==> config.mk <==
export PLATFORM = sky130hd
export DESIGN_NAME = sta_alarm
export DESIGN_NICKNAME = d
export VERILOG_FILES = /design/src/rtl/sta_pkg.sv /design/src/rtl/sta_alarm.sv
export VERILOG_INCLUDE_DIRS = /design/src /design/src/rtl
export SDC_FILE = /design/constraint.sdc
export NUM_CORES = 1
export LEC_CHECK = 0
export BUFFER_PORTS_ARGS = -buffer_cell sky130_fd_sc_hd__buf_2
export CORE_UTILIZATION = 55
export CTS_CLUSTER_DIAMETER = 120
export DETAILED_ROUTE_END_ITERATION = 12
export GPL_TIMING_DRIVEN = 0
export HOLD_SLACK_MARGIN = 0.1
export MAX_ROUTING_LAYER = met4
export PLACE_DENSITY = 0.89
export SLEW_MARGIN = 20
export SYNTH_ARGS = -nofsm -noshare
export SYNTH_HDL_FRONTEND = slang
export SYNTH_SLANG_ARGS = --single-unit
==> constraint.sdc <==
create_clock -name core_clk -period 7.3 [get_ports core_clk]
set_clock_uncertainty 0.1 [all_clocks]
set_input_delay 0.73 -clock core_clk [delete_from_list [all_inputs] [get_ports core_clk]]
set_output_delay 0.73 -clock core_clk [all_outputs]
set_load 0.1 [all_outputs]
==> src/rtl/sta_cfg.svh <==
// Purpose: Constants for the sensor threshold alarm block
// Assumes: Register indices are word indices; byte address is four times the index
// Notes:   Included by bare name from the design files
`ifndef STA_CFG_SVH
`define STA_CFG_SVH

// Register indices (byte address = index * 4)
`define STA_IDX_SENSE_CTRL   8'h17
`define STA_IDX_V0_LIMITS    8'h19
`define STA_IDX_V1_LIMITS    8'h1A
`define STA_IDX_T_LIMITS     8'h1B
`define STA_IDX_CAM_EN       8'h1C
`define STA_IDX_MON_EN       8'h1D
`define STA_IDX_STATUS       8'h40
`define STA_IDX_IRQ_MASK     8'h41
`define STA_IDX_V0_PEAK      8'h42
`define STA_IDX_V0_FLOOR     8'h43
`define STA_IDX_V1_PEAK      8'h44
`define STA_IDX_V1_FLOOR     8'h45

// Reset values
`define STA_RST_SENSE_CTRL   8'h3C
`define STA_RST_V_LIMITS     8'h62
`define STA_RST_T_LIMITS     8'h62
`define STA_RST_CAM_EN       8'h3F
`define STA_RST_MON_EN       8'h00
`define STA_RST_IRQ_MASK     14'h0000

// Field positions
`define STA_LIM_HI_MSB       6
`define STA_LIM_HI_LSB       4
`define STA_LIM_LO_MSB       2
`define STA_LIM_LO_LSB       0
`define STA_CTRL_EN_MSB      3
`define STA_CTRL_EN_LSB      2
`define STA_CTRL_PIN_MSB     1
`define STA_CTRL_PIN_LSB     0
`define STA_STAT_CAM_LSB     8
`define STA_CAM_W            6

// Sensor enable code for on
`define STA_SENSE_ON         2'h3

`endif

==> src/rtl/sta_pkg.sv <==
// Purpose: Types for the sensor threshold alarm block
// Assumes: Constants live in sta_cfg.svh
// Notes:   One-hot state codes for the bus slave
package sta_pkg;

    // Bus slave states
    typedef enum logic [2:0] {
        STA_IDLE = 3'b001,
        STA_RESP = 3'b010,
        STA_HOLD = 3'b100
    } sta_bus_state_t;

    // Limit and reading code
    typedef logic [2:0] sta_code_t;

endpackage

==> src/rtl/sta_alarm.sv <==
// Purpose: Limit comparison, sticky flags, peak/floor capture and alarm gating
// Assumes: Readings and error events are synchronous to core_clk
// Notes:   Registers reached over APB; 8-bit registers sit in the low byte
`timescale 1ns/100ps
`include "sta_cfg.svh"

// Operation
// Channel 0 reading above upper limit sets chan0 high flag when pin 0 sensed.
// Channel 0 reading below lower limit sets chan0 low flag when pin 0 sensed.
// Channel 1 reading above upper limit sets chan1 high flag when pin 1 sensed.
// Channel 1 reading below lower limit sets chan1 low flag when pin 1 sensed.
// Temperature above upper limit sets temp high flag while sensor enabled.
// Temperature below lower limit sets temp low flag while sensor enabled.
// Each voltage channel keeps its highest reading, readable by software.
// Each voltage channel keeps its lowest reading, readable by software.
// Missing frame alarm reported only while enable bit 5 is one; resets one.
// Phy sync and control alarms reported only while bits 4 and 3 set.
// Header ECC, checksum and length alarms gated by bits 2, 1, 0.
// Temperature over and under alarms gated by bits 5 and 4; reset zero.
// Channel 1 and 0 over and under alarms gated by bits 3..0; reset zero.
// Pin select code: 00 none, 01 pin 0, 10 pin 1, 11 both.
// Sensor enable field 11 turns monitors on, 00 off; resets to 11.
// Alarm output high while any flag is set with its enable at one.
module sta_alarm
    import sta_pkg::*;
#(
    parameter int ADDR_W = 12
) (
    // Clock and reset
    input  wire logic              core_clk,
    input  wire logic              resetn,
    // APB slave
    input  wire logic              psel,
    input  wire logic              penable,
    input  wire logic              pwrite,
    input  wire logic [ADDR_W-1:0] paddr,
    input  wire logic [31:0]       pwdata,
    output logic                   pready,
    output logic [31:0]            prdata,
    output logic                   pslverr,
    // Measurements
    input  wire logic              sample_valid,
    input  wire logic [2:0]        chan0_reading,
    input  wire logic [2:0]        chan1_reading,
    input  wire logic [2:0]        temp_reading,
    // Camera receive error events, one-cycle pulses
    input  wire logic [5:0]        cam_err_evt,
    // Alarm and interrupt
    output logic                   sensor_alarm,
    output logic                   irq
);

    localparam int NMON = 3;
    localparam int SW   = 8 + `STA_CAM_W;

    // Limit register index and reset value per monitor: ch0, ch1, temperature
    localparam logic [7:0] LIM_IDX [NMON] = '{`STA_IDX_V0_LIMITS,
                                              `STA_IDX_V1_LIMITS,
                                              `STA_IDX_T_LIMITS};
    localparam logic [7:0] LIM_RST [NMON] = '{`STA_RST_V_LIMITS,
                                              `STA_RST_V_LIMITS,
                                              `STA_RST_T_LIMITS};

    // Refuse an address bus too narrow for the highest index
    initial begin
        if (ADDR_W < 10) begin
            $error("sta_alarm: ADDR_W must be at least 10");
        end
    end

    // Status and mask must fit in one bus word
    initial begin
        if (SW > 32) begin
            $error("sta_alarm: status wider than the data bus");
        end
    end

    // Event input is fixed at six camera error kinds
    initial begin
        if (`STA_CAM_W != 6) begin
            $error("sta_alarm: camera event width must be 6");
        end
    end

    sta_bus_state_t    state_r;
    logic [7:0]        sense_ctrl_r;
    logic [7:0]        lim_r [NMON];
    logic [7:0]        cam_en_r;
    logic [7:0]        mon_en_r;
    logic [SW-1:0]     status_r;
    logic [SW-1:0]     irq_mask_r;
    sta_code_t         peak_r  [2];
    sta_code_t         floor_r [2];
    logic              wr_fire;
    logic [7:0]        idx;
    logic              addr_ok;
    logic [31:0]       rd_nxt;
    logic              hit;
    logic [SW-1:0]     set_vec;
    logic [SW-1:0]     clr_vec;
    logic [SW-1:0]     en_vec;
    logic [NMON-1:0]   mon_on;
    sta_code_t         reading [NMON];
    logic              sense_on;

    assign idx     = paddr[9:2];
    assign addr_ok = (paddr[1:0] == 2'h0) && (paddr[ADDR_W-1:10] == '0);
    // Write lands on the edge where the master samples pready high
    assign wr_fire = (state_r == STA_RESP) && psel && penable && pwrite && addr_ok;

    // Bus slave sequencing: one wait cycle, then pready for one cycle
    always_ff @(posedge core_clk) begin
        if (!resetn) begin
            state_r <= STA_IDLE;
        end else begin
            unique case (state_r)
                STA_IDLE: begin
                    if (psel && penable) begin
                        state_r <= STA_RESP;
                    end
                end
                STA_RESP: begin
                    state_r <= STA_HOLD;
                end
                STA_HOLD: begin
                    state_r <= STA_IDLE;
                end
            endcase
        end
    end

    // Answer flops; pready only in RESP, so outputs come straight from flops
    always_ff @(posedge core_clk) begin
        if (!resetn) begin
            pready  <= 1'b0;
            prdata  <= 32'h0000_0000;
            pslverr <= 1'b0;
        end else if (state_r == STA_IDLE && psel && penable) begin
            pready  <= 1'b1;
            prdata  <= pwrite ? 32'h0000_0000 : rd_nxt;
            pslverr <= !hit;
        end else begin
            pready  <= 1'b0;
            prdata  <= 32'h0000_0000;
            pslverr <= 1'b0;
        end
    end

    // Read decode; unmapped addresses read zero with an error
    always_comb begin
        rd_nxt = 32'h0000_0000;
        hit    = addr_ok;
        if (addr_ok) begin
            unique case (idx)
                `STA_IDX_SENSE_CTRL: rd_nxt[7:0] = sense_ctrl_r;
                `STA_IDX_V0_LIMITS:  rd_nxt[7:0] = lim_r[0];
                `STA_IDX_V1_LIMITS:  rd_nxt[7:0] = lim_r[1];
                `STA_IDX_T_LIMITS:   rd_nxt[7:0] = lim_r[2];
                `STA_IDX_CAM_EN:     rd_nxt[7:0] = cam_en_r;
                `STA_IDX_MON_EN:     rd_nxt[7:0] = mon_en_r;
                `STA_IDX_STATUS:     rd_nxt[SW-1:0] = status_r;
                `STA_IDX_IRQ_MASK:   rd_nxt[SW-1:0] = irq_mask_r;
                `STA_IDX_V0_PEAK:    rd_nxt[2:0] = peak_r[0];
                `STA_IDX_V0_FLOOR:   rd_nxt[2:0] = floor_r[0];
                `STA_IDX_V1_PEAK:    rd_nxt[2:0] = peak_r[1];
                `STA_IDX_V1_FLOOR:   rd_nxt[2:0] = floor_r[1];
                default:             hit = 1'b0;
            endcase
        end
    end

    // Control register: sensor enable and pin select
    always_ff @(posedge core_clk) begin
        if (!resetn) begin
            sense_ctrl_r <= `STA_RST_SENSE_CTRL;
        end else if (wr_fire && idx == `STA_IDX_SENSE_CTRL) begin
            sense_ctrl_r <= pwdata[7:0];
        end
    end

    // Limit registers, full byte kept so reserved bits read back.
    // Upper limit in bits 6:4, lower limit in bits 2:0; a new limit
    // only affects samples taken after the write edge.
    for (genvar m = 0; m < NMON; m++) begin : g_lim
        always_ff @(posedge core_clk) begin
            if (!resetn) begin
                lim_r[m] <= LIM_RST[m];
            end else if (wr_fire && idx == LIM_IDX[m]) begin
                lim_r[m] <= pwdata[7:0];
            end
        end
    end

    // Alarm enable registers
    always_ff @(posedge core_clk) begin
        if (!resetn) begin
            cam_en_r <= `STA_RST_CAM_EN;
            mon_en_r <= `STA_RST_MON_EN;
        end else if (wr_fire) begin
            if (idx == `STA_IDX_CAM_EN) begin
                cam_en_r <= pwdata[7:0];
            end
            if (idx == `STA_IDX_MON_EN) begin
                mon_en_r <= pwdata[7:0];
            end
        end
    end

    // Interrupt mask, same layout as status
    always_ff @(posedge core_clk) begin
        if (!resetn) begin
            irq_mask_r <= `STA_RST_IRQ_MASK;
        end else if (wr_fire && idx == `STA_IDX_IRQ_MASK) begin
            irq_mask_r <= pwdata[SW-1:0];
        end
    end

    // Monitor activity: only code 11 powers the monitors
    assign sense_on = (sense_ctrl_r[`STA_CTRL_EN_MSB:`STA_CTRL_EN_LSB] == `STA_SENSE_ON);
    assign mon_on[0] = sense_on && sense_ctrl_r[`STA_CTRL_PIN_LSB];
    assign mon_on[1] = sense_on && sense_ctrl_r[`STA_CTRL_PIN_LSB + 1];
    assign mon_on[2] = sense_on;
    assign reading[0] = chan0_reading;
    assign reading[1] = chan1_reading;
    assign reading[2] = temp_reading;

    // Per-monitor comparison; low flag at even bit, high flag at odd bit.
    // Strict compares: a reading equal to a limit raises nothing.
    // Continuous assigns keep each status bit with a single driver.
    for (genvar m = 0; m < NMON; m++) begin : g_cmp
        assign set_vec[2*m]   = sample_valid && mon_on[m]
                                && (reading[m] < lim_r[m][`STA_LIM_LO_MSB:`STA_LIM_LO_LSB]);
        assign set_vec[2*m+1] = sample_valid && mon_on[m]
                                && (reading[m] > lim_r[m][`STA_LIM_HI_MSB:`STA_LIM_HI_LSB]);
    end
    assign set_vec[7:6]   = 2'h0;
    assign set_vec[SW-1:8] = cam_err_evt;

    // Enable vector lined up with status bits
    assign en_vec[5:0]    = mon_en_r[5:0];
    assign en_vec[7:6]    = 2'h0;
    assign en_vec[SW-1:8] = cam_en_r[5:0];

    // Write-one-to-clear vector; zero unless software writes status
    assign clr_vec = (wr_fire && idx == `STA_IDX_STATUS) ? pwdata[SW-1:0] : '0;

    // Sticky status; a new event beats a write-one-to-clear in the same cycle,
    // so an event landing on the clear edge is never lost
    always_ff @(posedge core_clk) begin
        if (!resetn) begin
            status_r <= '0;
        end else begin
            status_r <= (status_r & ~clr_vec) | set_vec;
        end
    end

    // Peak and floor capture per voltage channel, only while sensed
    for (genvar c = 0; c < 2; c++) begin : g_ext
        always_ff @(posedge core_clk) begin
            if (!resetn) begin
                peak_r[c]  <= 3'h0;
                floor_r[c] <= 3'h7;
            end else if (sample_valid && mon_on[c]) begin
                if (reading[c] > peak_r[c]) begin
                    peak_r[c] <= reading[c];
                end
                if (reading[c] < floor_r[c]) begin
                    floor_r[c] <= reading[c];
                end
            end
        end
    end

    // Alarm level from a flop; one cycle behind status, so it lags a
    // sample by two edges. Enables gate reporting, never flag setting.
    always_ff @(posedge core_clk) begin
        if (!resetn) begin
            sensor_alarm <= 1'b0;
        end else begin
            sensor_alarm <= |(status_r & en_vec);
        end
    end

    // Interrupt level from a flop; gated by the mask alone
    always_ff @(posedge core_clk) begin
        if (!resetn) begin
            irq <= 1'b0;
        end else begin
            irq <= |(status_r & irq_mask_r);
        end
    end

endmodule // sta_alarm

## Word-level counts from Yosys, hierarchy flattened

Memory sizes are Yosys's and may differ from the RTL's.
Cells that the tools add are included.

- $lt $le $gt $ge: 10
- Equal/unequal tests: 17
- Muxes and demuxes: 42
- Bitwise gates (word level): 15
- Reductions and logical operators: 35

Operators with widths:

| cell | count |
|---|---|
| $eq A8 B5 Y1 const B | 6 |
| $eq A8 B7 Y1 const B | 6 |
| $and A14 B14 Y14 | 3 |
| $pmux W5 S8 | 1 |
| $pmux W3 S12 | 1 |
| $mux W1 | 29 |
| $reduce_or A14 Y1 | 2 |
| $logic_and A1 B1 Y1 | 25 |
| $mux W8 | 3 |
| $gt A3 B3 Y1 | 5 |
| $lt A3 B3 Y1 | 5 |
| $mux W3 | 5 |
| $mux W14 | 1 |
| $not A14 Y14 | 1 |
| $or A14 B14 Y14 | 1 |
| $pmux W6 S2 | 1 |
| $reduce_or A12 Y1 | 1 |
| $pmux W3 S3 | 1 |
| $or A1 B1 Y1 | 7 |
| $reduce_and A2 Y1 | 3 |
| $logic_not A2 Y1 | 2 |
| $reduce_or A4 Y1 | 1 |
| $eq A3 B1 Y1 const B | 1 |
| $eq A3 B2 Y1 const B | 1 |
| 5 further kinds | 7 |

- Flip-flop bits (word level): 91
- Memory bits (writable): 36
- Input bits: 65
- Word-level logic and storage cells: 134
- Memories: 3

Memories:

| name | words | width | read ports | clocked after Yosys merged registers in | write ports | line | RTL |
|---|---|---|---|---|---|---|---|
| lim_r | 3 | 8 | 3 | 0 | 3 | sta_alarm.sv:87 | `logic [7:0] lim_r [NMON];` |
| floor_r | 2 | 3 | 2 | 0 | 2 | sta_alarm.sv:93 | `sta_code_t floor_r [2];` |
| peak_r | 2 | 3 | 2 | 0 | 2 | sta_alarm.sv:92 | `sta_code_t peak_r [2];` |

## Longest topological paths before layout

Gate-level depths: netlist of run 1.

- Word-level depth: 10
- Depth in mapped cells: 8
- Depth with buffers taken out: 7

## Worst setup path after synthesis of run 1

No wires, ideal clock.

- Path kind: input -> register
- Start: input port paddr[3]
- End: memory lim_r[2][0], enable pin
- Arrival: 2.385 ns
- Path slack: 4.431 ns
- Stages on the path: 5
- Buffers on the path: 3
- Path through: clkbuf_1 -> buf_1 -> clkbuf_1 -> nand2_1 -> o21ai_0

RTL lines:

| element | line | RTL |
|---|---|---|
| start, declared | sta_alarm.sv:36 | `input wire logic [ADDR_W-1:0] paddr,` |
| end, declared | sta_alarm.sv:87 |  |

==> results of run 1 <==
[flip-flops by register name, summed over array words and instances, names as in the netlist, 3 cells and up]
register and cells:
cam_en_r 8, floor_r 6, irq_mask_r 14, lim_r 24, mon_en_r 8, peak_r 6
prdata 14, sense_ctrl_r 8, state_r 3, status_r 14
[how the worst min path moves through the flow]
stage | endpoint | slack (ns) | cells after the start
after floorplan | status_r[6]$_SDFF_PN0_ | 0.32 | 2
after global placement | status_r[6]$_SDFF_PN0_ | 0.34 | 2
after detailed placement | status_r[6]$_SDFF_PN0_ | 0.34 | 2
after CTS | sense_ctrl_r[7]$_SDFFE_PN0P_ | 0.37 | 2
after global routing | irq_mask_r[6]$_SDFFE_PN0P_ | 0.39 | 2
final | sense_ctrl_r[7]$_SDFFE_PN0P_ | 0.37 | 2
[power breakdown]
group	internal, mW	switching [mW]	total (mW)
clock	0.185	0.226	0.411
sequential	0.634	0.00839	0.643
combinational	0.0450	0.115	0.160
[layout by cell type, fill, tap and decap left out, types with 11 or more instances in the layout]
master	count
a21oi_1	17
a31oi_1	21
and2_1	21
buf_2	65
buf_4	19
clkbuf_1	15
conb_1	18
dfxtp_1	73
edfxtp_1	36
ha_1	25
inv_1	33
mux2_2	11
mux2i_1	34
nand2_1	60
nand3_1	14
nor2_1	27
nor2b_1	11
o21ai_0	20
or3_1	19
[cells by family after synthesis]
family | Yosys count | share of synthesized area, %
compound gates | 130 | 15.7
flops | 109 | 44.7
buf+inv | 78 | 6.73
fa+ha+maj | 25 | 5.49
mux | 46 | 8.55
other cells | 1 | 0.0659
simple gates | 201 | 18.8
[routing by layer]
layer	track usage, %	up-vias
met2	49.2	297
met1	42.3	2409
met4	12.6	0
li1	-	2261
met5	-	-
met3	4.85	57
[worst min-delay path, stage by stage (launching register included)]
cell	delay (ns)
dfxtp_1	0.33
nand2_1	0.05
a21oi_1	0.05
[through the flow]
stage                     setup slack [ns]  hold WS, ns  utilization, %
final                                 4.14        0.370            65.3
after global routing                  3.98        0.395            65.3
after CTS                             3.93        0.371            65.3
after detailed placement              3.49        0.343            63.0
after global placement                3.53        0.336            62.9
after floorplan                       4.43        0.323               -
[area by class of cell]
class                   instances  area [um2]
flip-flops and latches        109        2540
plain buffers                  44         255
inverters                      34         128
repair buffers                 62         310
well taps                     133         166
fillers                       807        3440
multi-input cells             420        2840
clock inverters                 6        80.1
clock buffers                  10         149
==> flow_summary_export.csv, run 1 <==
group,metric,value,unit
power,peakVddDrop,0.104,mV
routing,postRouteWirelength,16400,um
logic_synthesis,syn_inst,590,
critical_path,crit_start,"paddr[3]",
sta,fmax,316,MHz
clocking,cts-root-buf,"clkbuf_8",
clocking,htree_levels,3,
die,ios,101,
logic_synthesis,yosys.area.top_type,"dfxtp_1",
logic_synthesis,synth_commonest_cells,"dfxtp_1 (73), nand2_1 (60), edfxtp_1 (36)",
finish,fin_area,6470,um2
logic_synthesis,post-synth-top-area-fraction,25.7,%
logic_synthesis,syn-mean-instance-area,9.65,um2
finish,nets,770,
logic_synthesis,synth-edff-count,36,
grt,grt_antenna_before_repair,0,
logic_synthesis,async_flop_share,0,%
sta,rsz0062_at_grt,"false",
critical_path,rr_worst_depth,5,
die,die_w,104,um
logic_synthesis,yosysSeqAreaShare,44.7,%
finish,n_antenna_cell,0,
critical_path,rrSetupSlack,4.82,ns
hold_path,min_from,"sense_ctrl_r[7]$_SDFFE_PN0P_",
critical_path,cp_max_fo,10,
clocking,cts.sink_count,109,
routing,dr.pass1.iters,5,
logic_synthesis,syn_area,5690,um2
die,num_rows,36,
sta,fin_setup_tns,0,ns
routing,routed_via_density,6.14,
routing,first_iter_violations,497,
sta,period_share,43.3,%
critical_path,crit_cells,6,
finish,area_growth,13.6,%
logic_synthesis,ys_ff_latch,109,
routing,wl_met1,6690,um
critical_path,rr_endpoint,"lim_r[1][3]$_SDFFCE_PN0P_",
clocking,clock_latency,0.38,ns
critical_path,cp_top_family,"buffers and inverters",
die,initial_core_util,57.4,%
critical_path,crit_type,"in2reg",
finish,drive_above_1_share,21.0,%
routing,vias,5024,
routing,ant_nets,0,
grt,grt_max_degree,20,
routing,wl_met2,7650,um
critical_path,crit_buf_inv,4,
grt,grt_pass1_wl,25800,um
placement,dpl.hpwl,12200,um
placement,place_inst,802,
die,dieArea,10800,um2
sta,final.min_clock_period,3.16,ns
routing,dr.max_layer_used,"met4",
critical_path,cp_slowest_cell,"o21ai_1",
clocking,post_cts_resized,0,
critical_path,cp_common_cell,"clkbuf_1",
sta,hold_violations,0,
die,core,9910,um2
critical_path,critPathCaptureType,"flop",
sta,maxSlewHeadroom,40.5,%
die,die_y,104,um
power,powerDensity,188,nW/um2
placement,io_buffers,62,
critical_path,crit_path_cell_trace,"buf_2 -> clkbuf_1 -> buf_1 -> clkbuf_1 -> nand2_1 -> o21ai_1",
power,total_power,1.21,mW
logic_synthesis,ys_types,59,
placement,dpl_cell_area,6240,um2
critical_path,cp-endpoint,"lim_r[2][7]$_SDFFCE_PN0P_",
power,p_leak,2.70,nW
routing,routedWlPerCell,20.1,um
grt,overflow,0,
critical_path,rr_startpoint,"state_r[1]$_SDFFE_PN0P_",
clocking,cts_setup_buffers,0,
run,maxCapViolCount,0,
logic_synthesis,yosysMostFrequentCell,"dfxtp_1",
placement,gp_congestion,0.983,
logic_synthesis,synthFlopType,"dfxtp_1",
logic_synthesis,yosysWarnings,0,
critical_path,cp_slowest_stage_delay,0.65,ns
sta,tightest_slew,0.886,ns
clocking,cts_tree,"built",
finish,post_layout_nonfiller_instances,818,
logic_synthesis,ys_top_cells_by_area,"dfxtp_1 (26%), edfxtp_1 (19%), mux2i_1 (6.0%)",
critical_path,start_kind,"primary input",
grt,grtUsageTotal,31.9,%
routing,route.detailed.drc,0,
sta,finalSetupViolCount,0,
routing,wl_met3,1510,um
clocking,hold_buffers,0,
status,status,"finished, final reports clean",
sta,drv_slew,0,
clocking,cts_buffers,9,
clocking,clk_pin_slew,0.11,ns
grt,grt_pass1_vias,4810,
hold_path,hp-class,"reg2reg",
clocking,ctsLongestPathBuffers,2,
critical_path,required,7.22,ns
critical_path,arrival,3.08,ns
Power figures use the tool's default switching activity.
==> inputs of run 2 (changes only) <==
- clock period: 7.3 -> 2.95 ns (I/O delays scaled with it)
==> flow_summary_export.csv, run 2 (same netlist as run 1, synthesis figures left out) <==
group,metric,value,unit
status,status,"finished, final reports clean",
grt,grt_pass1_vias,4897,
critical_path,arrival,2.66,ns
routing,first_iter_violations,591,
finish,area_growth,16.1,%
finish,largest_register,"lim_r",
clocking,ctsLongestPathBuffers,2,
finish,largest_reg_flops,24,
routing,routedWlPerCell,20.3,um
placement,dpl_cell_area,6240,um2
finish,nets,784,
sta,maxSlewHeadroom,41.9,%
routing,vias,5155,
power,p_comb_share,13.7,%
sta,rsz0062_at_grt,"false",
finish,drive_above_1_share,20.6,%
critical_path,start_kind,"primary input",
sta,final.min_clock_period,2.73,ns
sta,fmax,366,MHz
die,die_y,104,um
power,total_power,3.03,mW
finish,fin_area,6610,um2
clocking,clk_pin_slew,0.10,ns
critical_path,crit_type,"in2reg",
routing,ant_nets,0,
routing,dr.pass1.iters,6,
finish,fin_util,66.7,%
grt,grt_max_degree,20,
placement,gp_congestion,0.983,
power,powerDensity,458,nW/um2
critical_path,critPathCaptureType,"flop",
sta,tightest_slew,0.865,ns
die,initial_core_util,57.4,%
power,p_int,2.15,mW
placement,dpl.hpwl,12200,um
die,num_rows,36,
grt,grt_antenna_before_repair,0,
critical_path,required,2.87,ns
die,ios,101,
sta,finalSetupViolCount,0,
finish,n_antenna_cell,0,
sta,period_share,92.7,%
die,die_w,104,um
clocking,cts_setup_buffers,0,
clocking,cts_tree,"built",
critical_path,cp_max_fo,10,
sta,drv_slew,0,
power,p_leak,2.77,nW
placement,pre_cts_slack,-0.426,ns
die,core,9910,um2
placement,place_inst,802,
routing,postRouteWirelength,16900,um
die,dieArea,10800,um2
clocking,cts_buffers,9,
clocking,cts-root-buf,"clkbuf_8",
hold_path,hp-class,"in2reg",
clocking,cts.sink_count,109,
power,seqPwrFrac,52.5,%
routing,route.detailed.drc,0,
grt,overflow,0,
run,maxCapViolCount,0,
power,power_switching,0.877,mW
placement,io_buffers,62,
finish,final_cell_mix,"dfxtp_1 (73), buf_2 (65), nand2_1 (60)",
clocking,post_cts_resized,0,
power,clkPwrFrac,33.8,%
sta,hold_violations,0,
finish,layout_commonest_cell,"dfxtp_1",
clocking,htree_levels,3,
grt,grt_pass1_wl,26400,um
grt,grtUsageTotal,32.7,%
power,peakVddDrop,0.262,mV
clocking,clock_latency,0.39,ns
power,p_sw_share,28.9,%
finish,post_layout_nonfiller_instances,832,
sta,setup_slack,0.216,ns
routing,routed_via_density,6.20,
## run 2: cell count changes in the layout (fill, tap and decap cells not counted)
cell,before,now
dlygate4sd3_1,0,14
## run 2: layout make-up
| cell class | instances | area [um2] |
|---|---|---|
| Buffer | 44 | 255 |
| Clock buffer | 10 | 149 |
| Clock inverter | 6 | 80.1 |
| Fill cell | 783 | 3300 |
| Inverter | 34 | 128 |
| Multi-Input combinational cell | 420 | 2840 |
| Sequential cell | 109 | 2540 |
| Tap cell | 133 | 166 |
| Timing Repair Buffer | 76 | 450 |
## run 2: path summary, 6_finish.rpt
path                                start                      endpoint  slack, ns  cells past startpoint
max                              paddr[3]     lim_r[2][7]$_SDFFCE_PN0P_       0.22                      6
min                      chan1_reading[0]   floor_r[1][0]$_SDFFCE_PN1P_       0.13                      2
max reg2reg       state_r[1]$_SDFFE_PN0P_       status_r[10]$_SDFF_PN0_       0.25                      7
min reg2reg  sense_ctrl_r[7]$_SDFFE_PN0P_  sense_ctrl_r[7]$_SDFFE_PN0P_       0.37                      2
## run 2: power groups by stage
stage / Combinational, mW / Clock (mW) / Sequential (mW)
2_1_floorplan: 0.261 / 0 / 1.63
3_3_place_gp: 0.373 / 0 / 1.62
3_5_place_dp: 0.386 / 0 / 1.62
4_1_cts: 0.403 / 1.02 / 1.59
5_1_grt: 0.438 / 1.08 / 1.59
6_report: 0.414 / 1.02 / 1.59
## run 2: metal layers
layer | global-route usage, % | up-vias | part of all wire, %
li1 | - | 2291 | -
met2 | 50.1 | 335 | 47
met1 | 43.3 | 2471 | 40
met3 | 4.66 | 58 | 9.6
met4 | 14.0 | 0 | 3.9
met5 | - | - | 0
## run 2: per-stage QoR
| step | hold slack (ns) | TNS [ns] |
|---|---|---|
| 2_1_floorplan | 0.282 | 0 |
| 3_3_place_gp | 0.336 | -3.51 |
| 3_5_place_dp | 0.343 | -4.31 |
| 4_1_cts | 0.120 | 0 |
| 5_1_grt | 0.129 | 0 |
| 6_report | 0.126 | 0 |
## run 2: critical path, cell delays in order
cell and delay (ns):
buf_2 0.08, clkbuf_1 0.41, buf_1 0.49, clkbuf_1 0.49, nand2_1 0.24, o21ai_1 0.64
## run 2: timing repair
item,CTS,global route
endpoints found under the setup margin,0,0
hold endpoints to repair,14,0
hold buffers,14,0
==> inputs of run 3 (changes only) <==
- CORE_UTILIZATION: 55 -> 31
- PLACE_DENSITY: 0.89 -> 0.59
==> flow_summary_export.csv, run 3 (same netlist as run 1, synthesis figures left out) <==
group,metric,value,unit
status,status,"finished, final reports clean",
clocking,cts-root-buf,"clkbuf_16",
placement,dpl.hpwl,12800,um
grt,grt-busiest-layer,"met2",
die,initial_core_util,31.7,%
grt,grtUsageMet3,2.43,%
critical_path,critPathCaptureType,"flop",
grt,grt_pass1_wl,25500,um
critical_path,cp_max_fo,9,
critical_path,cp_top_family,"simple AND/OR/NAND/NOR gates",
clocking,ctsLongestPathBuffers,2,
placement,dpl_cell_area,6360,um2
critical_path,crit_buf_inv,2,
sta,drv_slew,0,
power,p_leak,2.77,nW
routing,postRouteWirelength,16800,um
grt,grt_max_degree,18,
sta,final.min_clock_period,2.69,ns
critical_path,cp_slowest_stage_delay,0.58,ns
die,num_rows,49,
finish,nets,782,
routing,first_iter_violations,419,
critical_path,crit_type,"reg2reg",
die,die_w,138,um
clocking,cts_setup_buffers,0,
critical_path,crit_path_cell_trace,"nor3b_1 -> and4_1 -> buf_2 -> nand2_1 -> nor2_1 -> a31oi_1 -> dlygate4sd3_1",
clocking,clock_latency,0.36,ns
die,dieArea,18900,um2
sta,fmax,372,MHz
grt,grt_pass1_vias,4362,
finish,largest_reg_flops,24,
finish,largest_register,"lim_r",
grt,grt_use_met2,28.4,%
finish,area_growth,18.6,%
die,die_y,138,um
clocking,cts_tree,"built",
critical_path,required,3.10,ns
sta,period_share,91.0,%
placement,gp_congestion,0.989,
die,ios,101,
routing,vias,4760,
hold_path,hp-class,"in2reg",
sta,maxSlewHeadroom,45.3,%
sta,fin_setup_tns,0,ns
clocking,htree_levels,3,
die,core,18000,um2
critical_path,cp_slowest_cell,"dlygate4sd3_1",
sta,rsz0062_at_grt,"false",
routing,routed_via_density,5.14,
grt,grtUsageTotal,19.2,%
grt,overflow,0,
grt,met1_usage,25.7,%
finish,layout_commonest_cell,"dfxtp_1",
finish,fin_area,6750,um2
sta,tightest_slew,0.814,ns
routing,dr.pass1.iters,7,
routing,route.detailed.drc,0,
grt,grt_antenna_before_repair,0,
power,peakVddDrop,0.265,mV
critical_path,arrival,2.84,ns
finish,final_cell_mix,"dfxtp_1 (73), buf_2 (65), nand2_1 (60)",
routing,ant_nets,0,
placement,io_buffers,62,
clocking,cts.sink_count,109,
clocking,cts_buffers,9,
power,total_power,3.15,mW
run,maxCapViolCount,0,
sta,hold_violations,0,
finish,drive_above_1_share,20.5,%
critical_path,start_kind,"flop",
sta,finalSetupViolCount,0,
finish,n_antenna_cell,0,
clocking,clk_pin_slew,0.08,ns
routing,routedWlPerCell,18.2,um
power,powerDensity,466,nW/um2
run 3: cell types whose count changed in the layout (fill, tap and decap cells not counted), moves of 2 or more:
cell	before	now
clkbuf_1	15	17
clkbuf_16	1	9
clkbuf_8	9	0
clkinv_4	2	0
dlygate4sd3_1	14	12
run 3: worst register-to-register path, cell delays in order (launching register included):
cell and delay [ns]:
dfxtp_1 0.34, nor3b_1 0.38, and4_1 0.25, buf_2 0.23, nand2_1 0.08, nor2_1 0.43
a31oi_1 0.17, dlygate4sd3_1 0.59
run 3: power by group:
part / leakage (nW) / internal (mW) / switching [mW]
combinational: 1.74 / 0.122 / 0.287
clock: 0.124 / 0.577 / 0.573
sequential: 0.911 / 1.57 / 0.0205
total: 2.77 / 2.27 / 0.880
run 3: cell type report:
cell class                      instances  area [um2]
Fill cell                            1814       11200
Multi-Input combinational cell        420        2840
Sequential cell                       109        2540
Timing Repair Buffer                   74         430
Tap cell                              229         287
Buffer                                 44         255
Clock buffer                           11         233
Inverter                               34         128
Clock inverter                          5        36.3
run 3: metrics by stage:
stage               utilization (%)  cells  worst slack [ns]  hold slack (ns)
floorplan                         -    607             0.516            0.282
CTS                            37.6    926             0.146            0.120
finish                         37.6    926             0.265            0.123
global placement               35.4    898            -0.595            0.340
global route                   37.6    926            0.0978            0.137
detailed placement             35.4    898            -0.230            0.347
run 3: timing repair:
action	CTS	global route
endpoints found under the setup margin	0	8
hold buffers	12	0
gates resized for setup	0	1
hold endpoints to repair	10	0
run 3: metal layers:
metal	vias to the layer above	part of all wire [%]
met4	0	3.7
met5	-	0
li1	2299	-
met1	2250	46
met2	168	45
met3	43	5.1
run 3: path summary, 6_finish.rpt:
path                           startpoint                          end  slack (ns)  depth (start not counted)
setup reg to reg  state_r[1]$_SDFFE_PN0P_       status_r[8]$_SDFF_PN0_        0.26                          7
setup / recovery  state_r[1]$_SDFFE_PN0P_       status_r[8]$_SDFF_PN0_        0.26                          7
hold / removal           chan0_reading[0]  floor_r[0][0]$_SDFFCE_PN1P_        0.12                          2
hold reg to reg    status_r[6]$_SDFF_PN0_       status_r[6]$_SDFF_PN0_        0.36                          2
